==> src/rtl/mod_imm_pkg.sv <==
package mod_imm_pkg;

  // Instruction halfword and field widths
  localparam int HALF_W  = 16;
  localparam int WORD_W  = 32;
  localparam int PACK_W  = 12;
  localparam int OPSEL_W = 5;
  localparam int REG_W   = 4;

  // First halfword field positions
  localparam int HI_TOP_MSB   = 15;
  localparam int HI_TOP_LSB   = 11;
  localparam int HI_IMM_TOP   = 10;
  localparam int HI_PLAIN_BIT = 9;
  localparam int HI_OP_MSB    = 8;
  localparam int HI_OP_LSB    = 4;
  localparam int HI_SETS_BIT  = 4;
  localparam int HI_RN_MSB    = 3;
  localparam int HI_RN_LSB    = 0;

  // Second halfword field positions
  localparam int LO_CLASS_BIT = 15;
  localparam int LO_TRIP_MSB  = 14;
  localparam int LO_TRIP_LSB  = 12;
  localparam int LO_MID_MSB   = 7;
  localparam int LO_MID_LSB   = 6;
  localparam int LO_BYTE_MSB  = 7;

  // Packed field positions
  localparam int PK_ROT_MSB   = 11;
  localparam int PK_ROT_LSB   = 7;
  localparam int PK_MODE_MSB  = 11;
  localparam int PK_MODE_LSB  = 10;
  localparam int PK_REP_MSB   = 9;
  localparam int PK_REP_LSB   = 8;
  localparam int PK_LOW7_MSB  = 6;

  // Group identification patterns
  localparam logic [4:0] TOP_PATTERN   = 5'h1e;
  localparam logic [3:0] PC_REGISTER   = 4'hf;
  localparam logic [2:0] TRIPLET_ZERO  = 3'h0;
  localparam logic [1:0] MID_ZERO      = 2'h0;

  // Replication modes of the packed field
  localparam logic [1:0] MODE_PLAIN    = 2'h0;
  localparam logic [1:0] REP_BYTE      = 2'h0;
  localparam logic [1:0] REP_ODD       = 2'h1;
  localparam logic [1:0] REP_EVEN      = 2'h2;
  localparam logic [1:0] REP_ALL       = 2'h3;
  localparam logic [7:0] BYTE_ZERO     = 8'h00;

  // Modified immediate opcodes, upper four bits
  localparam logic [3:0] MI_AND = 4'h0;
  localparam logic [3:0] MI_BIC = 4'h1;
  localparam logic [3:0] MI_ORR = 4'h2;
  localparam logic [3:0] MI_ORN = 4'h3;
  localparam logic [3:0] MI_EOR = 4'h4;
  localparam logic [3:0] MI_ADD = 4'h8;
  localparam logic [3:0] MI_ADC = 4'ha;
  localparam logic [3:0] MI_SBC = 4'hb;
  localparam logic [3:0] MI_SUB = 4'hd;
  localparam logic [3:0] MI_RSB = 4'he;

  // Plain binary immediate opcodes
  localparam logic [4:0] PB_ADD_WIDE  = 5'h00;
  localparam logic [4:0] PB_MOVE_WIDE = 5'h04;
  localparam logic [4:0] PB_SUB_WIDE  = 5'h0a;
  localparam logic [4:0] PB_MOVE_TOP  = 5'h0c;
  localparam logic [4:0] PB_SSAT      = 5'h10;
  localparam logic [4:0] PB_SSAT_DUAL = 5'h12;
  localparam logic [4:0] PB_SIGNED_FIELD_EXTRACT      = 5'h14;
  localparam logic [4:0] PB_FIELD_INS = 5'h16;
  localparam logic [4:0] PB_USAT      = 5'h18;
  localparam logic [4:0] PB_USAT_DUAL = 5'h1a;
  localparam logic [4:0] PB_UNSIGNED_FIELD_EXTRACT      = 5'h1c;

  // Decoded operation class
  typedef enum logic [4:0] {
    CLS_NONE,
    CLS_LOGICAL,
    CLS_ARITH,
    CLS_ADD_WIDE,
    CLS_MOVE_WIDE,
    CLS_SUB_WIDE,
    CLS_MOVE_TOP,
    CLS_SIGNED_SAT,
    CLS_UNSIGNED_SAT,
    CLS_DUAL_SIGNED_SATURATE,
    CLS_DUAL_UNSIGNED_SATURATE,
    CLS_SIGNED_FIELD_EXTRACT,
    CLS_UNSIGNED_FIELD_EXTRACT,
    CLS_FIELD_INSERT,
    CLS_FIELD_CLEAR,
    CLS_UNDEFINED
  } op_class_t;

endpackage

==> src/rtl/imm_expand.sv <==
`timescale 1ns/100ps
`default_nettype none

module imm_expand
  import mod_imm_pkg::*;
(
  // Packed field and incoming carry
  input  wire logic [PACK_W-1:0] packedImmediateField,
  input  wire logic              carryIn,
  // Expanded constant and carry-out
  output logic      [WORD_W-1:0] immConst,
  output logic                   immCarry,
  output logic                   unpredictable
);

  // Rotate right, carry is the new top bit
  function automatic logic [WORD_W-1:0] rotateRight(input logic [WORD_W-1:0] v,
                                                    input logic [4:0] n);
    logic [2*WORD_W-1:0] dbl;
    dbl = {v, v} >> n;
    return dbl[WORD_W-1:0];
  endfunction

  logic [7:0]        immByte;  // Low byte of the packed field
  logic [WORD_W-1:0] unrotated; // Leading one above seven bits

  assign immByte   = packedImmediateField[LO_BYTE_MSB:0];
  assign unrotated = {{(WORD_W-8){1'b0}}, 1'b1, packedImmediateField[PK_LOW7_MSB:0]};

  // Expansion and carry selection
  always_comb begin
    immConst      = '0;
    immCarry      = carryIn;
    unpredictable = 1'b0;
    if (packedImmediateField[PK_MODE_MSB:PK_MODE_LSB] == MODE_PLAIN) begin
      // Zero-extended and replicating forms; carry passes through
      case (packedImmediateField[PK_REP_MSB:PK_REP_LSB])
        REP_BYTE: begin
          immConst = {{(WORD_W-8){1'b0}}, immByte};
        end
        REP_ODD: begin
          immConst = {8'h00, immByte, 8'h00, immByte};
        end
        REP_EVEN: begin
          immConst = {immByte, 8'h00, immByte, 8'h00};
        end
        default: begin
          immConst = {immByte, immByte, immByte, immByte};
        end
      endcase
      // Zero byte in a replicating form is not a legal source word
      unprediction: begin
        unpredictable = (packedImmediateField[PK_REP_MSB:PK_REP_LSB] != REP_BYTE)
                        && (immByte == BYTE_ZERO);
      end
    end else begin
      // Rotated form; carry is bit 31 of the result
      immConst = rotateRight(unrotated,
                   packedImmediateField[PK_ROT_MSB:PK_ROT_LSB]);
      immCarry = immConst[WORD_W-1];
    end
  end

endmodule

`default_nettype wire

==> src/rtl/modified_immediate_decoder.sv <==
// Function
// - Mode 0000x gives zero-extended byte
// - Mode 0001x fills bytes two and zero
// - Mode 0010x fills bytes three and one
// - Mode 0011x fills all four bytes
// - Otherwise rotate one-led byte by top five
// - Logical 00xxx selector keeps carry flag
// - Other logical selectors load constant bit 31
// - Dual saturate needs zero bits, signal variant
// - Field extract, insert or clear decoding
// - Unallocated plain immediate encodings are undefined
`timescale 1ns/100ps
`default_nettype none

module modified_immediate_decoder
  import mod_imm_pkg::*;
(
  // Clock and reset
  input  wire logic              clk,
  input  wire logic              arst_n,
  // Instruction from fetch
  input  wire logic              instrValid,
  input  wire logic [HALF_W-1:0] instrHigh,
  input  wire logic [HALF_W-1:0] instrLow,
  // Core configuration and flags
  input  wire logic              dspVariant,
  input  wire logic              carryFlag,
  // Decoded result towards execute
  output logic                   decodeValid,
  output op_class_t              opClass,
  output logic      [WORD_W-1:0] immConst,
  output logic                   carryOut,
  output logic                   carryWrite,
  output logic                   undefinedInstr,
  output logic                   unpredictable,
  output logic      [REG_W-1:0]  firstOperandRegister
);

  // True for the bitwise logical opcodes of the modified group
  function automatic logic isLogical(input logic [OPSEL_W-1:0] op);
    logic [3:0] top4;
    top4 = op[OPSEL_W-1:1];
    return (top4 == MI_AND) || (top4 == MI_BIC) || (top4 == MI_ORR)
        || (top4 == MI_ORN) || (top4 == MI_EOR);
  endfunction

  // True for the arithmetic opcodes of the modified group
  function automatic logic isArith(input logic [OPSEL_W-1:0] op);
    logic [3:0] top4;
    top4 = op[OPSEL_W-1:1];
    return (top4 == MI_ADD) || (top4 == MI_ADC) || (top4 == MI_SBC)
        || (top4 == MI_SUB) || (top4 == MI_RSB);
  endfunction

  // Field extraction from the two halfwords
  logic [OPSEL_W-1:0] opSel;       // Five-bit opcode
  logic [REG_W-1:0]   rnField;     // First operand register
  logic [2:0]         immediateHighTriplet; // High immediate field
  logic [7:0]         immByte;     // Immediate byte
  logic [PACK_W-1:0]  packedImmediateField; // Assembled packed field
  logic               inTopSpace;  // Data-processing immediate space
  logic               isModified;  // Modified immediate group
  logic               isPlain;     // Plain binary immediate group
  logic               satBitsZero; // Second-halfword triplet and bits 7:6 zero
  logic [4:0]         carrySel;    // Top five bits of packed field

  assign opSel   = instrHigh[HI_OP_MSB:HI_OP_LSB];
  assign rnField = instrHigh[HI_RN_MSB:HI_RN_LSB];
  assign immediateHighTriplet = instrLow[LO_TRIP_MSB:LO_TRIP_LSB];
  assign immByte = instrLow[LO_BYTE_MSB:0];

  // Top bit, triplet, byte, most significant first
  assign packedImmediateField = {instrHigh[HI_IMM_TOP], immediateHighTriplet, immByte};

  // Both groups have bit 15 of the second halfword clear
  assign inTopSpace = (instrHigh[HI_TOP_MSB:HI_TOP_LSB] == TOP_PATTERN)
                      && !instrLow[LO_CLASS_BIT];
  assign isModified = inTopSpace && !instrHigh[HI_PLAIN_BIT];
  assign isPlain    = inTopSpace && instrHigh[HI_PLAIN_BIT];

  // Dual saturate needs these reserved bits clear
  assign satBitsZero = (immediateHighTriplet == TRIPLET_ZERO)
                       && (instrLow[LO_MID_MSB:LO_MID_LSB] == MID_ZERO);

  // Selector for the carry rule: top bit, triplet, byte msb
  assign carrySel = packedImmediateField[PACK_W-1:PACK_W-5];

  // Expander outputs
  logic [WORD_W-1:0] expConst;   // Expanded constant
  logic              expCarry;   // Carry-out of expansion
  logic              expUnpred;  // Zero byte in replicating mode

  // Constant expansion is shared by every modified opcode
  imm_expand imm_expand_inst (
    .packedImmediateField (packedImmediateField),
    .carryIn              (carryFlag),
    .immConst             (expConst),
    .immCarry             (expCarry),
    .unpredictable        (expUnpred)
  );

  // Next values of the registered decode
  logic              next_decodeValid;
  op_class_t         next_opClass;
  logic [WORD_W-1:0] next_immConst;
  logic              next_carryOut;
  logic              next_carryWrite;
  logic              next_undefinedInstr;
  logic              next_unpredictable;
  logic [REG_W-1:0]  next_firstOperandRegister;

  // Invalid cycles still refresh every output, so execute never
  // acts on a stale class; carry mirrors the flag unless rewritten
  // Decode of both immediate groups
  always_comb begin
    next_decodeValid          = instrValid;
    next_opClass              = CLS_NONE;
    next_immConst             = '0;
    next_carryOut             = carryFlag;
    next_carryWrite           = 1'b0;
    next_undefinedInstr       = 1'b0;
    next_unpredictable        = 1'b0;
    next_firstOperandRegister = rnField;
    if (!instrValid) begin
      // Hold outputs quiet between instructions
      next_firstOperandRegister = '0;
    end else if (isModified) begin
      next_immConst      = expConst;
      next_unpredictable = expUnpred;
      if (isLogical(opSel)) begin
        next_opClass    = CLS_LOGICAL;
        // Only flag-setting logical ops touch carry
        next_carryWrite = instrHigh[HI_SETS_BIT];
        if (carrySel[4:3] == MODE_PLAIN) begin
          next_carryOut = carryFlag;
        end else begin
          next_carryOut = expConst[WORD_W-1];
        end
      end else if (isArith(opSel)) begin
        // Arithmetic carry comes from the adder, not here
        next_opClass = CLS_ARITH;
      end else begin
        // Holes in the modified opcode map
        next_opClass        = CLS_UNDEFINED;
        next_undefinedInstr = 1'b1;
      end
    end else if (isPlain) begin
      // Plain constants are formed downstream from raw fields
      case (opSel)
        PB_ADD_WIDE:  next_opClass = CLS_ADD_WIDE;
        PB_MOVE_WIDE: next_opClass = CLS_MOVE_WIDE;
        PB_SUB_WIDE:  next_opClass = CLS_SUB_WIDE;
        PB_MOVE_TOP:  next_opClass = CLS_MOVE_TOP;
        PB_SSAT:      next_opClass = CLS_SIGNED_SAT;
        PB_USAT:      next_opClass = CLS_UNSIGNED_SAT;
        PB_SSAT_DUAL: begin
          // Single saturate is not allocated on this opcode
          if (satBitsZero && dspVariant) begin
            next_opClass = CLS_DUAL_SIGNED_SATURATE;
          end else begin
            next_opClass        = CLS_UNDEFINED;
            next_undefinedInstr = 1'b1;
          end
        end
        PB_USAT_DUAL: begin
          if (satBitsZero && dspVariant) begin
            next_opClass = CLS_DUAL_UNSIGNED_SATURATE;
          end else begin
            next_opClass        = CLS_UNDEFINED;
            next_undefinedInstr = 1'b1;
          end
        end
        PB_SIGNED_FIELD_EXTRACT: next_opClass = CLS_SIGNED_FIELD_EXTRACT;
        PB_UNSIGNED_FIELD_EXTRACT: next_opClass = CLS_UNSIGNED_FIELD_EXTRACT;
        PB_FIELD_INS: begin
          // All-ones operand register selects the clear form
          if (rnField == PC_REGISTER) begin
            next_opClass = CLS_FIELD_CLEAR;
          end else begin
            next_opClass = CLS_FIELD_INSERT;
          end
        end
        default: begin
          next_opClass        = CLS_UNDEFINED;
          next_undefinedInstr = 1'b1;
        end
      endcase
    end else begin
      // Outside this block's space; another decoder owns it
      next_opClass = CLS_NONE;
    end
  end

  // Quiet reset values; execute ignores them until decodeValid
  // Decode register; one stage of latency
  always_ff @(posedge clk or negedge arst_n) begin
    if (!arst_n) begin
      decodeValid          <= 1'b0;
      opClass              <= CLS_NONE;
      immConst             <= '0;
      carryOut             <= 1'b0;
      carryWrite           <= 1'b0;
      undefinedInstr       <= 1'b0;
      unpredictable        <= 1'b0;
      firstOperandRegister <= '0;
    end else begin
      decodeValid          <= next_decodeValid;
      opClass              <= next_opClass;
      immConst             <= next_immConst;
      carryOut             <= next_carryOut;
      carryWrite           <= next_carryWrite;
      undefinedInstr       <= next_undefinedInstr;
      unpredictable        <= next_unpredictable;
      firstOperandRegister <= next_firstOperandRegister;
    end
  end

endmodule

`default_nettype wire

==> config.mk <==
export PLATFORM = sky130hd
export DESIGN_NAME = modified_immediate_decoder
export DESIGN_NICKNAME = d
export VERILOG_FILES = /design/src/rtl/mod_imm_pkg.sv /design/src/rtl/imm_expand.sv /design/src/rtl/modified_immediate_decoder.sv
export SDC_FILE = /design/constraint.sdc
export NUM_CORES = 1
export LEC_CHECK = 0
export ABC_CLOCK_PERIOD_IN_PS = 800
export BUFFER_PORTS_ARGS = -buffer_cell sky130_fd_sc_hd__buf_2
export CAP_MARGIN = 30
export CORE_MARGIN = 8
export CORE_UTILIZATION = 25
export CTS_CLUSTER_DIAMETER = 60
export CTS_CLUSTER_SIZE = 28
export DETAILED_ROUTE_END_ITERATION = 7
export PLACE_DENSITY = 0.47
export SLEW_MARGIN = 20
export SYNTH_ARGS = -nofsm -noshare
export SYNTH_HDL_FRONTEND = slang
export SYNTH_SLANG_ARGS = --single-unit
==> constraint.sdc <==
create_clock -name clk -period 0.8 [get_ports clk]
set_input_delay 0.12 -clock clk [delete_from_list [all_inputs] [get_ports clk]]
set_output_delay 0.12 -clock clk [all_outputs]
set_load 0.05 [all_outputs]
==> flow_metrics.py <==
metrics = {
    "run_status": {
        "status": "complete, but fails checks",
        "violations": "setup timing",
    },
    "place": {
        "portBuffers": 77,
        "dp_cells": 573,
        "dp_hpwl_um": 7250,
        "dp_slack_ns": -0.809,
        "routabilityCongestion": 0.919,
        "placedInstanceArea_um2": 3820,
    },
    "setup_path": {
        "critPathBufInv": 1,
        "cp.required_ns": 0.99,
        "cp-end-kind": "flip-flop",
        "critPathSlowestCell": "or4_4",
        "start_kind": "primary input",
        "worstSetupPathType": "in2reg",
        "cpPeakStageDelay_ns": 0.51,
        "crit_family": "simple AND/OR/NAND/NOR gates",
        "crit_arrival_ns": 1.47,
        "crit_chain": "buf_6 -> nand4b_1 -> or4_4 -> or3_4 -> a22o_1",
        "crit_fanout": 3,
    },
    "sta": {
        "whs_ns": 0.0537,
        "fin_ws_ns": -0.474,
        "period_needed_ns": 1.27,
        "slew_viol_final": 0,
        "rsz0062_at_grt": "yes",
        "hold_viol_final": 0,
        "post-route-period-util": 1.59,
        "setup_viol": 85,
        "max_freq_mhz": 785,
    },
    "logic_synthesis": {
        "synth_edf_count": 0,
        "ys_ff_latch": 45,
        "yosysSeqAreaShare": 0.437,
        "syn-num-nets": 326,
        "postSynthAreaPerCell_um2": 8.92,
        "yosysWarnings": 0,
        "synth_area_um2": 2580,
        "syn_inst": 289,
        "synth_flop_cell": "dfrtp_1",
        "synthArstFlopShare": 1.00,
        "synth_cell_types": 51,
    },
    "die": {
        "die_height_um": 118,
        "fp.dieW_um": 118,
        "dieArea_um2": 13800,
        "core_area_um2": 10200,
        "rows": 37,
        "io_pins": 83,
        "initial_utilization": 0.253,
    },
    "pwr": {
        "clockPowerShare": 0.302,
        "power.internal_mw": 3.95,
        "p_per_area_nw_per_um2": 1180,
        "p_sw_frac": 0.297,
        "seq_power_share": 0.410,
        "ir_drop_mv": 0.649,
        "switchingPower_mw": 1.67,
        "pwr-share-comb": 0.288,
        "p_leak_nw": 2.12,
    },
    "grt": {
        "grt_pass1_vias": 2932,
        "antenna_found_initial": 0,
        "grtUsageTotal": 0.133,
        "grt_overflow_total": 0,
        "grt_max_degree": 46,
        "grt_pass1_wl_um": 15300,
    },
    "final_layout": {
        "stdcell_area_um2": 4770,
        "final_common_cell": "buf_4",
        "syn_to_final_growth_pct": 84.9,
        "fin_cells": 583,
        "layout_common_cells": "buf_4, buf_6, dfrtp_1, buf_2, nand2_1",
        "diodes": 0,
        "drive_gt1_frac": 0.579,
        "fin_util": 0.468,
        "fin_nets": 484,
    },
    "clock_network": {
        "cts_sinks": 45,
        "root_buffer": "clkbuf_8",
        "clockBufferDepth": 2,
        "cts_tree": "yes",
        "htreeDepth": 2,
        "clk_pin_slew_worst_paths_ns": 0.09,
        "cts_buffers": 5,
    },
    "drt": {
        "drcViolationCount": 0,
        "drt_first_pass_iters": 4,
        "viasPerCell": 4.85,
        "wirelength_um": 9380,
        "antenna_left": 0,
        "drt_iter0_drc": 99,
        "wl_per_cell_um": 16.1,
        "routed-via-count": 2830,
    },
    "job": {
        "drv_cap": 0,
    },
    "min_path": {
        "min_path_type": "in2reg",
    },
}
-- power groups by stage --
stage                     registers [mW]  logic, mW  clock network (mW)
after global placement              2.34       1.36                   0
after CTS                           2.30       1.46                1.74
after detailed placement            2.34       1.35                   0
after global routing                2.30       1.74                1.83
final                               2.30       1.62                1.70
after floorplan                     2.41      0.605                   0
-- metrics by stage --
stage          power [mW]  TNS (ns)
2_1_floorplan        3.01    -16.27
3_3_place_gp         3.70    -25.02
3_5_place_dp         3.69    -25.26
4_1_cts              5.51    -16.66
5_1_grt              5.86    -20.89
6_report             5.61    -18.43
-- registers in the layout, indices dropped and copies added, names as in the netlist --
register              cells
opClass                   4
carryOut                  1
immConst                 32
decodeValid               1
carryWrite                1
undefinedInstr            1
unpredictable             1
firstOperandRegister      4
-- final timing paths --
check                        startpoint                       to  depth (start not counted)
min                        instrHigh[3]  firstOperandRegister[3]                          2
max in group asynchronous        arst_n  firstOperandRegister[3]                          3
min in group asynchronous        arst_n            unpredictable                          3
max                        instrLow[15]                 carryOut                          5
-- area by class of cell --
type | count | area [um^2]
Clock buffer | 5 | 68.8
Clock inverter | 2 | 35.0
Fill cell | 990 | 5420
Inverter | 10 | 37.5
Multi-Input combinational cell | 210 | 1780
Sequential cell | 45 | 1130
Tap cell | 136 | 170
Timing Repair Buffer | 175 | 1550
-- cell usage after synthesis, types with 5 or more instances --
cell type  instances  area [um^2]
clkbuf_1          18         67.6
o22ai_1            5         31.3
a21oi_1           17         85.1
nand2_1           24         90.1
and2_1             6         37.5
dfrtp_1           45         1130
a22oi_1           15          113
nor2_1            36          135
inv_1              9         33.8
a31oi_1            6         37.5
nor2b_1            6         37.5
nor3_1            10         50.1
mux2i_1           18          180
nand3_1            9         45.0
-- per-layer routing --
layer  up-vias  share of wire  track usage
met5         -              0            0
met4         0          0.014       0.0368
met3         9          0.058       0.0283
met2        89           0.49        0.223
met1      1373           0.44        0.170
li1       1359              -            -
-- kinds of logic after synthesis --
logic type / count (synthesis) / synth area share
AND/OR/NAND/NOR: 105 / 0.195
AO/OA/AOI/OAI: 80 / 0.220
flip-flops: 45 / 0.437
buffers and inverters: 34 / 0.0529
multiplexers: 22 / 0.0873
XOR/XNOR: 2 / 0.00679
other: 1 / 0.00145
-- repair_timing --
action / CTS / global route
buffers inserted: 0 / 3
hold endpoints to repair: 46 / 0
pin swaps: 4 / 14
hold buffers: 2 / 0
gates resized for setup: 121 / 85
endpoints found under the setup margin: 85 / 85
No activity file was read; power rests on OpenSTA's default activity.
